$ cat config.mk
export PLATFORM = sky130hd
export DESIGN_NAME = host_adaptor
export DESIGN_NICKNAME = d
export VERILOG_FILES = /design/src/host_adaptor_pkg.sv /design/src/host_adaptor.sv
export VERILOG_INCLUDE_DIRS = /design/src
export SDC_FILE = /design/constraint.sdc
export NUM_CORES = 1
export LEC_CHECK = 0
export BUFFER_PORTS_ARGS = -buffer_cell sky130_fd_sc_hd__buf_2
export CAP_MARGIN = 30
export CORE_MARGIN = 3
export CORE_UTILIZATION = 64
export CTS_BUF_LIST = sky130_fd_sc_hd__clkbuf_16
export CTS_CLUSTER_SIZE = 30
export DETAILED_ROUTE_END_ITERATION = 12
export PLACE_DENSITY = 0.92
export SYNTH_ARGS = -nofsm -noshare
export SYNTH_HDL_FRONTEND = slang
export SYNTH_SLANG_ARGS = --single-unit
$ cat constraint.sdc
create_clock -name clk -period 5.7 [get_ports clk]
set_input_delay 0.285 -clock clk [delete_from_list [all_inputs] [get_ports clk]]
set_output_delay 0.285 -clock clk [all_outputs]
set_load 0.01 [all_outputs]
$ cat src/host_adaptor_defs.svh
// offsets, field positions, reset values and timing counts of the adaptor
// assumes inclusion by the package and the adaptor module only
`ifndef HOST_ADAPTOR_DEFS_SVH
`define HOST_ADAPTOR_DEFS_SVH

// ****************************************************************
// register offsets inside the 2 kbyte window
// ****************************************************************
`define OFS_TIMER_ZERO   11'h401
`define OFS_TIMER_ONE    11'h403
`define OFS_TIMER_TWO    11'h405
`define OFS_TIMER_CTRL   11'h407
`define OFS_CTRL_STATUS  11'h409
`define OFS_INT_VECTOR   11'h441
`define WINDOW_BASE      16'h6000

// ****************************************************************
// host_control_status fields
// ****************************************************************
`define CSR_PAGE_MSB     4
`define CSR_SERVO_BIT    5
`define CSR_PANIC_BIT    6
`define CSR_ARM_BIT      7
`define CSR_RESET        8'h00
`define HIGH_BYTE_FILL   8'hff

// ****************************************************************
// timing
// ****************************************************************
`define CLK_MHZ          25
`define SYSCLK_MHZ       8
`define IO_STROBE_NS     500
`define IO_STROBE_CYC    ((`IO_STROBE_NS * `CLK_MHZ + 999) / 1000)

`endif

$ cat src/host_adaptor_pkg.sv
// types shared by the adaptor design
// assumes host_adaptor_defs.svh is on the include path
`include "host_adaptor_defs.svh"

package host_adaptor_pkg;

	// access sequencer states
	typedef enum logic [1:0] {
		ST_IDLE  = 2'b00,
		ST_IOCYC = 2'b01,
		ST_ACK   = 2'b10
	} access_state_t;

	// one decoded host request
	typedef struct packed {
		logic        write;
		logic        word;
		logic [10:1] offset;
		logic [7:0]  wdata;
	} host_req_t;

	// one timer channel
	typedef struct packed {
		logic [15:0] count;
		logic [15:0] reload;
		logic        msb_next;
		logic        out;
	} timer_chan_t;

endpackage : host_adaptor_pkg

$ cat src/host_adaptor.sv
// host adaptor: VME byte window onto PC I/O cycles and local registers
// assumes VME and PC pins are asynchronous to clk and pass two flops here
`include "host_adaptor_defs.svh"

// Behaviour
// - answer only odd-address byte and word transfers
// - word access moves low byte, high reads 0xff
// - A10 low forwards as PC I/O cycle
// - VME A01..A05 drive PC A00..A04
// - VME A06..A09 drive PC A10..A13
// - PC A05..A09 from control, A14/A15 zero
// - A10 high selects local registers
// - vector register write-only at 0x441
// - timer registers at 0x401..0x407
// - control/status register at 0x409
// - servo clock is timer 1 chained off timer 0
// - system clock selectable 8/4/2/1 MHz, forwarded
// - all timer gates always on
// - servo clock drives PC DMA request three
// - servo clock also clocks timer 2
// - panic is PC panic or estop; edge latches
// - arm bit low holds latches clear
// - armed rising edges set sticky latches
// - bits 5,6 read latch states
// - written bits 5,6 enable interrupt request
// - reset forwarded, clears control/status to zero
module host_adaptor #(
	parameter logic [15:0] WINDOW_BASE = `WINDOW_BASE,
	parameter int          STROBE_CYC  = `IO_STROBE_CYC
) (
	input  wire logic        clk,
	input  wire logic        sys_rst,
	input  wire logic [15:1] vme_addr,
	input  wire logic        vme_as_n,
	input  wire logic        vme_ds0_n,
	input  wire logic        vme_ds1_n,
	input  wire logic        vme_write_n,
	input  wire logic        vme_iack_n,
	input  wire logic [15:0] vme_data_in,
	output logic      [15:0] vme_data_out,
	output logic             vme_data_oe,
	output logic             vme_dtack_n,
	output logic             vme_irq_n,
	input  wire logic [1:0]  sysclk_div_sel,
	output logic      [15:0] pc_addr,
	input  wire logic [7:0]  pc_data_in,
	output logic      [7:0]  pc_data_out,
	output logic             pc_data_oe,
	output logic             pc_ior_n,
	output logic             pc_iow_n,
	output logic             pc_reset,
	output logic             pc_sysclk,
	output logic             pc_drq3,
	input  wire logic        pc_panic,
	input  wire logic        estop_active,
	output logic             servo_clock_pulse
);

	// ****************************************************************
	// input synchronisers
	// ****************************************************************
	localparam int SW = 15 + 5 + 16 + 8 + 2 + 2;
	logic [SW-1:0] sync1_ff;
	logic [SW-1:0] sync2_ff;
	logic [15:1]   s_addr;
	logic          s_as_n, s_ds0_n, s_ds1_n, s_wr_n, s_iack_n;
	logic [15:0]   s_vdata;
	logic [7:0]    s_pdata;
	logic [1:0]    s_div;
	logic          s_panic, s_estop;

	// two flops on every asynchronous pin
	always_ff @(posedge clk) begin
		sync1_ff <= {vme_addr, vme_as_n, vme_ds0_n, vme_ds1_n, vme_write_n,
		             vme_iack_n, vme_data_in, pc_data_in, sysclk_div_sel,
		             pc_panic, estop_active};
		sync2_ff <= sync1_ff;
	end
	assign {s_addr, s_as_n, s_ds0_n, s_ds1_n, s_wr_n, s_iack_n, s_vdata,
	        s_pdata, s_div, s_panic, s_estop} = sync2_ff;

	// ****************************************************************
	// system clock generation
	// ****************************************************************
	logic [4:0] phase_ff;
	logic [2:0] half_ff;
	logic       half_tick;
	logic       sysclk_ff;
	logic       sys_tick;
	logic [2:0] div_mask;

	// half periods of 8 MHz by phase accumulation on the 25 MHz clock
	assign half_tick = ({1'b0, phase_ff} + 6'(2 * `SYSCLK_MHZ))
	                   >= 6'(`CLK_MHZ);
	always_ff @(posedge clk) begin
		if (sys_rst)
			phase_ff <= '0;
		else if (half_tick)
			phase_ff <= 5'({1'b0, phase_ff} + 6'(2 * `SYSCLK_MHZ)
			               - 6'(`CLK_MHZ));
		else
			phase_ff <= 5'({1'b0, phase_ff} + 6'(2 * `SYSCLK_MHZ));
	end

	// divide half ticks by 1, 2, 4 or 8 for 8/4/2/1 MHz
	assign div_mask = 3'((4'h1 << s_div) - 4'h1);
	always_ff @(posedge clk) begin
		if (sys_rst) begin
			half_ff   <= '0;
			sysclk_ff <= 1'b0;
		end else if (half_tick) begin
			half_ff <= (half_ff & div_mask) == div_mask ? 3'h0
			           : 3'(half_ff + 3'h1);
			if ((half_ff & div_mask) == div_mask)
				sysclk_ff <= ~sysclk_ff;
		end
	end
	assign sys_tick  = half_tick && ((half_ff & div_mask) == div_mask)
	                   && !sysclk_ff;
	assign pc_sysclk = sysclk_ff;

	// ****************************************************************
	// host access decode and sequencer
	// ****************************************************************
	host_adaptor_pkg::access_state_t state_ff;
	host_adaptor_pkg::host_req_t     req_ff;
	logic        strobe_on, in_window, byte_odd, word_even, take;
	logic [4:0]  strobe_ff;
	logic [7:0]  rdata_ff;
	logic [7:0]  csr_ff, vector_ff, local_rd;
	logic        iack_ack;

	assign strobe_on = !s_as_n && (!s_ds0_n || !s_ds1_n);
	assign in_window = s_addr[15:11] == WINDOW_BASE[15:11];
	assign byte_odd  = !s_ds0_n && s_ds1_n;
	assign word_even = !s_ds0_n && !s_ds1_n;
	assign take = state_ff == host_adaptor_pkg::ST_IDLE && strobe_on
	              && s_iack_n && in_window && (byte_odd || word_even);
	assign iack_ack = state_ff == host_adaptor_pkg::ST_IDLE && strobe_on
	                  && !s_iack_n && vme_irq_n == 1'b0;

	// sequencer: local registers answer at once, PC cycles hold a strobe
	always_ff @(posedge clk) begin
		if (sys_rst) begin
			state_ff  <= host_adaptor_pkg::ST_IDLE;
			strobe_ff <= '0;
		end else begin
			case (state_ff)
				host_adaptor_pkg::ST_IDLE: begin
					if (take && !s_addr[10]) begin
						state_ff  <= host_adaptor_pkg::ST_IOCYC;
						strobe_ff <= 5'(STROBE_CYC - 1);
					end else if (take || iack_ack)
						state_ff <= host_adaptor_pkg::ST_ACK;
				end
				host_adaptor_pkg::ST_IOCYC: begin
					if (strobe_ff == 5'h0)
						state_ff <= host_adaptor_pkg::ST_ACK;
					else
						strobe_ff <= 5'(strobe_ff - 5'h1);
				end
				host_adaptor_pkg::ST_ACK: begin
					if (!strobe_on)
						state_ff <= host_adaptor_pkg::ST_IDLE;
				end
				default: state_ff <= host_adaptor_pkg::ST_IDLE;
			endcase
		end
	end

	// capture the request
	always_ff @(posedge clk) begin
		if (sys_rst)
			req_ff <= '0;
		else if (take)
			req_ff <= '{write: !s_wr_n, word: word_even,
			            offset: s_addr[10:1], wdata: s_vdata[7:0]};
	end

	// ****************************************************************
	// PC bus drive
	// ****************************************************************
	always_ff @(posedge clk) begin
		if (sys_rst) begin
			pc_addr     <= '0;
			pc_data_out <= '0;
		end else if (take) begin
			pc_addr[4:0]   <= s_addr[5:1];
			pc_addr[13:10] <= s_addr[9:6];
			pc_addr[9:5]   <= csr_ff[`CSR_PAGE_MSB:0];
			pc_addr[15:14] <= 2'h0;
			pc_data_out    <= s_vdata[7:0];
		end
	end
	assign pc_ior_n   = !(state_ff == host_adaptor_pkg::ST_IOCYC
	                      && !req_ff.write);
	assign pc_iow_n   = !(state_ff == host_adaptor_pkg::ST_IOCYC
	                      && req_ff.write);
	assign pc_data_oe = state_ff == host_adaptor_pkg::ST_IOCYC
	                    && req_ff.write;

	// reset forwarded to the PC bus
	always_ff @(posedge clk) begin
		pc_reset <= sys_rst;
	end

	// ****************************************************************
	// interval timer unit
	// ****************************************************************
	host_adaptor_pkg::timer_chan_t tmr_ff [3];
	logic [2:0]  tick;
	logic [2:0]  out_d_ff;
	logic [15:0] latch_ff [3];
	logic [2:0]  latched_ff;
	logic        local_wr, local_rd_go;
	logic [1:0]  sel;

	assign local_wr    = take && s_addr[10] && !s_wr_n;
	assign local_rd_go = take && s_addr[10] && s_wr_n;
	assign sel         = s_addr[2:1];

	// gates are always on: each channel counts on its source edge
	assign tick[0] = sys_tick;
	assign tick[1] = tmr_ff[0].out && !out_d_ff[0];
	assign tick[2] = tmr_ff[1].out && !out_d_ff[1];

	always_ff @(posedge clk) begin
		if (sys_rst)
			out_d_ff <= '1; // matches idle-high outputs, no false tick
		else
			out_d_ff <= {tmr_ff[2].out, tmr_ff[1].out, tmr_ff[0].out};
	end

	// rate generators: output low for one count, then reload
	for (genvar i = 0; i < 3; i++) begin : g_tmr
		logic tsel;
		assign tsel = s_addr[10:6] == 5'h10 && s_addr[5:3] == 3'h0;
		always_ff @(posedge clk) begin
			if (sys_rst) begin
				tmr_ff[i]   <= '{count: '0, reload: '0, msb_next: 1'b0,
				                 out: 1'b1};
				latch_ff[i] <= '0;
				latched_ff[i] <= 1'b0;
			end else begin
				if (local_wr && tsel && sel == 2'(i)) begin
					if (tmr_ff[i].msb_next) begin
						tmr_ff[i].reload[15:8] <= s_vdata[7:0];
						tmr_ff[i].count <= {s_vdata[7:0],
						                    tmr_ff[i].reload[7:0]};
					end else
						tmr_ff[i].reload[7:0] <= s_vdata[7:0];
					tmr_ff[i].msb_next <= !tmr_ff[i].msb_next;
				end else if (tick[i]) begin
					tmr_ff[i].out <= tmr_ff[i].count != 16'h0002;
					tmr_ff[i].count <= tmr_ff[i].count <= 16'h0001
					                   ? tmr_ff[i].reload
					                   : 16'(tmr_ff[i].count - 16'h0001);
				end
				// control word: bits 7:6 pick channel, 5:4 zero latches
				if (local_wr && tsel && sel == 2'h3
				    && s_vdata[7:6] == 2'(i)) begin
					if (s_vdata[5:4] == 2'h0) begin
						latch_ff[i]   <= tmr_ff[i].count;
						latched_ff[i] <= 1'b1;
					end else
						tmr_ff[i].msb_next <= 1'b0;
				end else if (local_rd_go && tsel && sel == 2'(i)) begin
					tmr_ff[i].msb_next <= !tmr_ff[i].msb_next;
					if (tmr_ff[i].msb_next)
						latched_ff[i] <= 1'b0;
				end
			end
		end
	end

	assign servo_clock_pulse = tmr_ff[1].out;
	assign pc_drq3           = tmr_ff[1].out;

	// ****************************************************************
	// control/status, vector and interrupt latches
	// ****************************************************************
	logic panic_sys, panic_d_ff, servo_d_ff;
	logic servo_lat_ff, panic_lat_ff;
	logic csr_hit, vec_hit;

	assign panic_sys = s_panic || s_estop;
	assign csr_hit   = s_addr[10:1] == 10'(`OFS_CTRL_STATUS >> 1);
	assign vec_hit   = s_addr[10] && s_addr[6];

	// written value of control/status, cleared by reset
	always_ff @(posedge clk) begin
		if (sys_rst)
			csr_ff <= `CSR_RESET;
		else if (local_wr && csr_hit)
			csr_ff <= s_vdata[7:0];
	end

	// vector is write-only
	always_ff @(posedge clk) begin
		if (sys_rst)
			vector_ff <= '0;
		else if (local_wr && vec_hit)
			vector_ff <= s_vdata[7:0];
	end

	always_ff @(posedge clk) begin
		if (sys_rst) begin
			servo_d_ff <= 1'b1;
			panic_d_ff <= 1'b1;
		end else begin
			servo_d_ff <= servo_clock_pulse;
			panic_d_ff <= panic_sys;
		end
	end

	// sticky latches, held clear while the arm bit is low
	always_ff @(posedge clk) begin
		if (sys_rst || !csr_ff[`CSR_ARM_BIT]) begin
			servo_lat_ff <= 1'b0;
			panic_lat_ff <= 1'b0;
		end else begin
			if (servo_clock_pulse && !servo_d_ff)
				servo_lat_ff <= 1'b1;
			if (panic_sys && !panic_d_ff)
				panic_lat_ff <= 1'b1;
		end
	end

	// interrupt request from enabled latches
	always_ff @(posedge clk) begin
		if (sys_rst)
			vme_irq_n <= 1'b1;
		else
			vme_irq_n <= !((servo_lat_ff && csr_ff[`CSR_SERVO_BIT])
			              || (panic_lat_ff && csr_ff[`CSR_PANIC_BIT]));
	end

	// ****************************************************************
	// read data
	// ****************************************************************
	always_comb begin
		local_rd = 8'h00;
		if (csr_hit)
			local_rd = {csr_ff[`CSR_ARM_BIT], panic_lat_ff, servo_lat_ff,
			            csr_ff[`CSR_PAGE_MSB:0]};
		else if (s_addr[5:3] == 3'h0 && !s_addr[6] && sel != 2'h3) begin
			if (latched_ff[sel])
				local_rd = tmr_ff[sel].msb_next ? latch_ff[sel][15:8]
				           : latch_ff[sel][7:0];
			else
				local_rd = tmr_ff[sel].msb_next ? tmr_ff[sel].count[15:8]
				           : tmr_ff[sel].count[7:0];
		end
	end

	always_ff @(posedge clk) begin
		if (sys_rst)
			rdata_ff <= '0;
		else if (iack_ack)
			rdata_ff <= vector_ff;
		else if (local_rd_go)
			rdata_ff <= local_rd;
		else if (state_ff == host_adaptor_pkg::ST_IOCYC && strobe_ff == 5'h0)
			rdata_ff <= s_pdata;
	end

	assign vme_data_out = {`HIGH_BYTE_FILL, rdata_ff};
	assign vme_data_oe  = state_ff == host_adaptor_pkg::ST_ACK
	                      && s_wr_n;
	assign vme_dtack_n  = state_ff != host_adaptor_pkg::ST_ACK;
endmodule : host_adaptor

==> metrics.md, run 1 <==
| Metric | Value |
|---|---|
| Starting DRC count in detailed routing | 1547 |
| Area taken by flip-flops and latches | 7540 µm² |
| Vias/cell | 6.369 |
| Comb pwr share | 0.085 |
| Setup_tns | 0 ns |
| EDFF count, synth | 149 |
| Worst-path clk slew | 0.07 ns |
| Layout Skew | 0.02602 ns |
| Post-synthesis sequential area ratio | 0.5834 |
| CTS tree | yes |
| Area of the multi-input gates | 4972 µm² |
| Crit path required time | 5.85 ns |
| VDD IR max | 0.0003928 V |
| Psw | 1.153 mW |
| DR WL/cell | 22.81 µm |
| CTS Root Buffer Type | clkbuf_16 |
| Site Rows | 51 |
| Flop2flop setup slack | 2.13 ns |
| #FFs+latches synth | 302 |
| Port Buffers | 81 |
| WL final | 36.08 mm |
| Synth Flop Type | dfxtp_1 |
| Post-Synthesis Cells | 1192 |
| Hold Vio Cnt, Final | 0 |
| Non-filler cells, final | 1582 |
| Grt ovf | 0 |
| Crit. End Element | register |
| Syn Area/Cell | 10.84 µm² |
| Setup Crit Path Kind | register to register |
| Min-delay src | sys_rst |
| RePlAce Congestion | 0.9486 |
| Dpl cell area | 13460 µm² |
| Final Slew Violations | 0 |
| Met3 usage | 0.06002 |
| Post-synth design cell area | 12920 µm² |
| GRT met2 Usage | 0.5321 |
| Worst skew pair latency | 0.55 ns |
| Unrepaired setup endpoints after global routing | no |
| Antenna violations before repair | 0 |
| Core ar. | 19650 µm² |
| Launching point of the worst reg2reg path | sync2_ff[42] |
| I/O pins | 100 |
| Max-Slew Margin vs Limit | 0.2837 |
| Max_cap viols | 0 |
| CTS Buf Count | 28 |
| DRC violations left | 0 |
| Die height | 148.1 µm |
| Critical path fanouts, max | 22 |
| Cts-stage hold buffer count | 40 |
| Placed Cells | 1491 |
| Die area | 21930 µm² |
| Fraction of registers with async set/reset | 0 |
| PD cells | 318.1 nW/µm² |
| Number of global-route vias before repair | 9802 |
| Finished Cell Area | 14760 µm² |
| Share of post-route cells with drive strength above 1 | 0.1397 |
| Yosys warnings | 0 |
| Critical path data arrival time | 3.72 ns |
| CTS sink count | 302 |
| Worst Setup SP | sync2_ff[42] |
| First-pass GRT wire length | 54.54 mm |
| Outcome | finished clean |
| HPWL after DPL | 21.15 mm |
| Fmax | 280.2 MHz |
| Tmin final | 3.570 ns |
| Post-synthesis cell type count | 68 |
| Leakage | 5.785 nW |
| Ant diodes | 0 |
| Final worst-path cycle share | 0.6262 |
| Post-cts sizing count | 0 |
| Clock Tree Buf Depth | 3 |
| Starting Density | 0.6574 |
| Most used routing layer | met2 |
| Die width | 148.1 µm |
| Routed via count | 10080 |
| Crit path launch type | register |
| Slew @ Worst Pin | 1.063 ns |
| HP Class | input pin to register |
| FILL cells | 1131 |
| Area grow syn2layout | 14.26% |
| Sw Ratio | 0.2455 |
| Sequential Power Share | 0.532 |
| Pre-antenna DRT Iters | 6 |
| Final setup vio count | 0 |
| Global-route usage over all layers | 0.3156 |
| Clock share of power | 0.383 |
| Fin nets | 1360 |
| H-Tree Depth | 1 |
| Pint | 3.543 mW |
| Antenna Nets Post-Route | 0 |
| GR Layer Usage met1 | 0.3922 |
| Largest net degree at the start of global routing | 75 |
| Post-CTS Setup Bufs | 0 |
[cell families (layout without fill, tap and decap cells)]
| kind of cell | after synthesis | after routing | synth area share |
|---|---|---|---|
| buffers and inverters | 96 | 213 | 0.03409 |
| AOI/OAI and AO/OA | 207 | 207 | 0.1004 |
| other | 2 | 10 | 0.0005813 |
| adders and majority gates | 13 | 13 | 0.01259 |
| muxes | 74 | 74 | 0.05888 |
| and+or+nand+nor | 451 | 451 | 0.1782 |
| DFF | 302 | 302 | 0.5834 |
| xor gates and xnor gates | 47 | 47 | 0.03186 |
[final timing paths]
kind | to | cells after the start
hold / removal | pc_reset | 1
setup / recovery | tmr_ff[0][16] | 4
setup reg to reg | tmr_ff[0][16] | 4
hold reg to reg | sync2_ff[38] | 0
[stage by stage]
step	utilization	total power, mW	setup slack [ns]	hold WS (ns)
2_1_floorplan	-	2.755	2.441	0.3096
3_3_place_gp	0.6835	2.852	2.205	0.3101
3_5_place_dp	0.6846	2.880	2.342	0.3120
4_1_cts	0.7497	4.648	2.273	0.2206
5_1_grt	0.7511	4.822	2.011	0.2411
6_report	0.7511	4.696	2.130	0.2403
[sequential cells by signal (all words and copies together) (netlist names), 2 cells and up]
register	count
pc_addr	14
half_ff	3
tmr_ff	101
state_ff	2
out_d_ff	2
sync2_ff	40
vector_ff	8
phase_ff	5
sync1_ff	40
strobe_ff	5
pc_data_out	8
csr_ff	8
rdata_ff	8
latched_ff	3
latch_ff	48
[power by group through the flow]
stage	sequential (mW)	clock, mW	combinational [mW]
2_1_floorplan	2.48	0	0.273
3_3_place_gp	2.52	0	0.331
3_5_place_dp	2.53	0	0.349
4_1_cts	2.49	1.78	0.379
5_1_grt	2.50	1.88	0.440
6_report	2.50	1.80	0.401
[worst max-delay path, cell delays in order, from the launching register on]
cell and delay [ns]:
dfxtp_1 0.61, or4b_4 0.57, nor3_4 0.33, nand2_1 0.61
o21ai_0 1.05
[synth_stat cells, drive strengths merged (21+ instances only)]
master    n  area (µm²)
edfxtp  149        4474
a21oi    54       270.3
mux2i    58       580.6
inv      25       93.84
xor2     23       201.4
xnor2    24       210.2
nor3     36       196.4
dfxtp   153        3063
nand2   146       564.3
buf      29       187.7
nor4     21       137.6
nor2     78       292.8
o21ai    61       305.3
and2     90       565.5
clkbuf   42       158.9
[metal layers]
metal | up-vias | wire (µm) | share of wire
met5 | - | 0 | 0
met4 | 0 | 1926 | 0.053
met3 | 160 | 3885 | 0.11
met2 | 793 | 17560 | 0.49
met1 | 4708 | 12710 | 0.35
li1 | 4414 | - | -
[area by class of cell]
class,count,area share
clock buffers,32,0.05424
clock inverters,18,0.005339
inverters,25,0.006356
multi-input cells,802,0.3368
flip-flops and latches,302,0.5107
well taps,265,0.02246
repair buffers,138,0.06407
[cells in the final DEF, fill, tap and decap left out, types with 6 or more instances in the layout]
cell             n
dfxtp_1        151
nor2_1          78
o21bai_1        18
a22oi_1         14
clkbuf_16       32
xor2_1          23
buf_2           84
o2bb2ai_1        8
nand2_1        145
or3_1           11
edfxtp_1       149
o21ai_1          7
xnor2_1         24
mux2_2          16
nand3_1         15
buf_4           13
or2_2            9
and2_1          88
nor3_1          34
a211oi_1         8
ha_1            13
inv_1           33
dlygate4sd3_1   40
nor4_1          20
o21ai_0         54
or4_1            6
mux2i_1         58
nor2b_1          6
o22ai_1         15
conb_1          10
a21oi_1         54
nand2b_1         9
Note: power is estimated with default switching activity, not from simulation.
==> run 2: changes to the inputs <==
CORE_UTILIZATION = 60   (was 64)
PLACE_DENSITY = 0.88   (was 0.92)
clock period = 3.52 ns   (was 5.7 ns; I/O delays follow)
==> metrics.md, run 2 (synthesis results as in run 1) <==
| Metric | Value |
|---|---|
| Worst-path clk slew | 0.07 ns |
| Worst skew pair latency | 0.56 ns |
| Port Buffers | 81 |
| Largest net degree at the start of global routing | 64 |
| Final setup margin | 0.5108 ns |
| Slew @ Worst Pin | 0.8754 ns |
| Die width | 152.7 µm |
| CTS Buf Count | 28 |
| Outcome | finished clean |
| Met3 routed WL | 3.573 mm |
| Critical path fanouts, max | 11 |
| H-Tree Depth | 1 |
| Final worst-path cycle share | 0.8549 |
| DR WL/cell | 21.51 µm |
| Top sig layer | met4 |
| Non-filler cells, final | 1606 |
| CTS tree | yes |
| First-pass GRT wire length | 53.96 mm |
| Site Rows | 53 |
| HP Class | input pin to register |
| Dpl cell area | 13570 µm² |
| Die area | 23330 µm² |
| Pre-antenna DRT Iters | 8 |
| Clock Tree Buf Depth | 3 |
| HPWL after DPL | 21.22 mm |
| Area grow syn2layout | 15.16% |
| Vias/cell | 6.212 |
| Unrepaired setup endpoints after global routing | no |
| Met2 wire len | 16.65 mm |
| Die height | 152.7 µm |
| Wl on met1 | 12.40 mm |
| Power, Total | 7.623 mW |
| Setup_tns | 0 ns |
| Leakage | 5.836 nW |
| Commonest non-fill, non-tap cell in the layout | dfxtp_1 |
| Starting Density | 0.6127 |
| Routed via count | 9976 |
| Max_cap viols | 0 |
| Grt ovf | 0 |
| Layout Skew | 0.01644 ns |
| Top flop regs | tmr_ff x101, latch_ff x48 |
| CTS Root Buffer Type | clkbuf_16 |
| Hold slack | 0.2602 ns |
| Crit path launch type | register |
| CTS sink count | 302 |
| Core ar. | 21090 µm² |
| VDD IR max | 0.0005655 V |
| Starting DRC count in detailed routing | 1533 |
| Max-Slew Margin vs Limit | 0.4156 |
| Fin nets | 1372 |
| Fmax | 332.3 MHz |
| Max FFs per register | 101 |
| Final Slew Violations | 0 |
| DRC violations left | 0 |
| Crit path required time | 3.81 ns |
| PD cells | 512.4 nW/µm² |
| Placed Cells | 1513 |
| Critical path data arrival time | 3.30 ns |
| Finished Core Util | 0.7055 |
| Global-route usage over all layers | 0.2863 |
| Final setup vio count | 0 |
| Top reg by flops | tmr_ff |
| Antenna Nets Post-Route | 0 |
| Tmin final | 3.009 ns |
| Hold Vio Cnt, Final | 0 |
| I/O pins | 100 |
| Cts-stage hold buffer count | 41 |
| Finished Cell Area | 14880 µm² |
| Crit. End Element | register |
| Most frequent cells in the layout | 151 x dfxtp_1, 149 x edfxtp_1, 145 x nand2_1, 88 x and2_1, 81 x buf_2 |
| Post-cts sizing count | 0 |
| WL final | 34.55 mm |
| Post-CTS Setup Bufs | 0 |
| Antenna violations before repair | 0 |
| RePlAce Congestion | 0.9278 |
| Pre-CTS setup slack | 0.6107 ns |
| Share of post-route cells with drive strength above 1 | 0.1481 |
| Number of global-route vias before repair | 9807 |
| Setup Crit Path Kind | register to register |
## run 2: cell count changes in the layout (fill, tap and decap cells not counted), sizes merged
| cell | delta |
|---|---|
| clkinvlp | +1 |
| inv | -1 |
| dlygate4sd3 | +1 |
| diode | +1 |
| buf | +11 |
| clkinv | +1 |
## run 2: power by group
part | total [mW] | switching, mW | internal [mW]
combinational | 0.630 | 0.355 | 0.275
sequential | 4.04 | 0.183 | 3.85
clock | 2.96 | 1.33 | 1.63
## run 2: metal layers
| layer | track usage | up-vias |
|---|---|---|
| met5 | 0 | - |
| met4 | 0.1417 | 0 |
| met3 | 0.05794 | 161 |
| met2 | 0.4805 | 699 |
| met1 | 0.3546 | 4677 |
| li1 | - | 4439 |
## run 2: path summary, 6_finish.rpt
check	from	endpoint	slack (ns)	cells past startpoint
max	sync2_ff[41]	tmr_ff[0][21]	0.51	6
min reg2reg	sync1_ff[37]	sync2_ff[37]	0.32	0
max reg2reg	sync2_ff[41]	tmr_ff[0][21]	0.51	6
min	vme_data_in[2]	sync1_ff[14]	0.26	2
## run 2: layout make-up
type,count,area [µm²]
Clock buffer,32,800.8
Multi-Input combinational cell,802,4972
Sequential cell,302,7540
Fill cell,1309,6210
Timing Repair Buffer,150,1026
Antenna cell,1,2.502
Inverter,25,93.84
Tap cell,275,344.1
Clock inverter,19,98.84
## run 2: critical path, cell delays in order, from the launching register on
cell and delay [ns]:
dfxtp_1 0.33, or4b_4 0.58, or3_1 0.40, nor3_2 0.50
a2111o_1 0.46, nand2b_1 0.34, o22ai_1 0.13
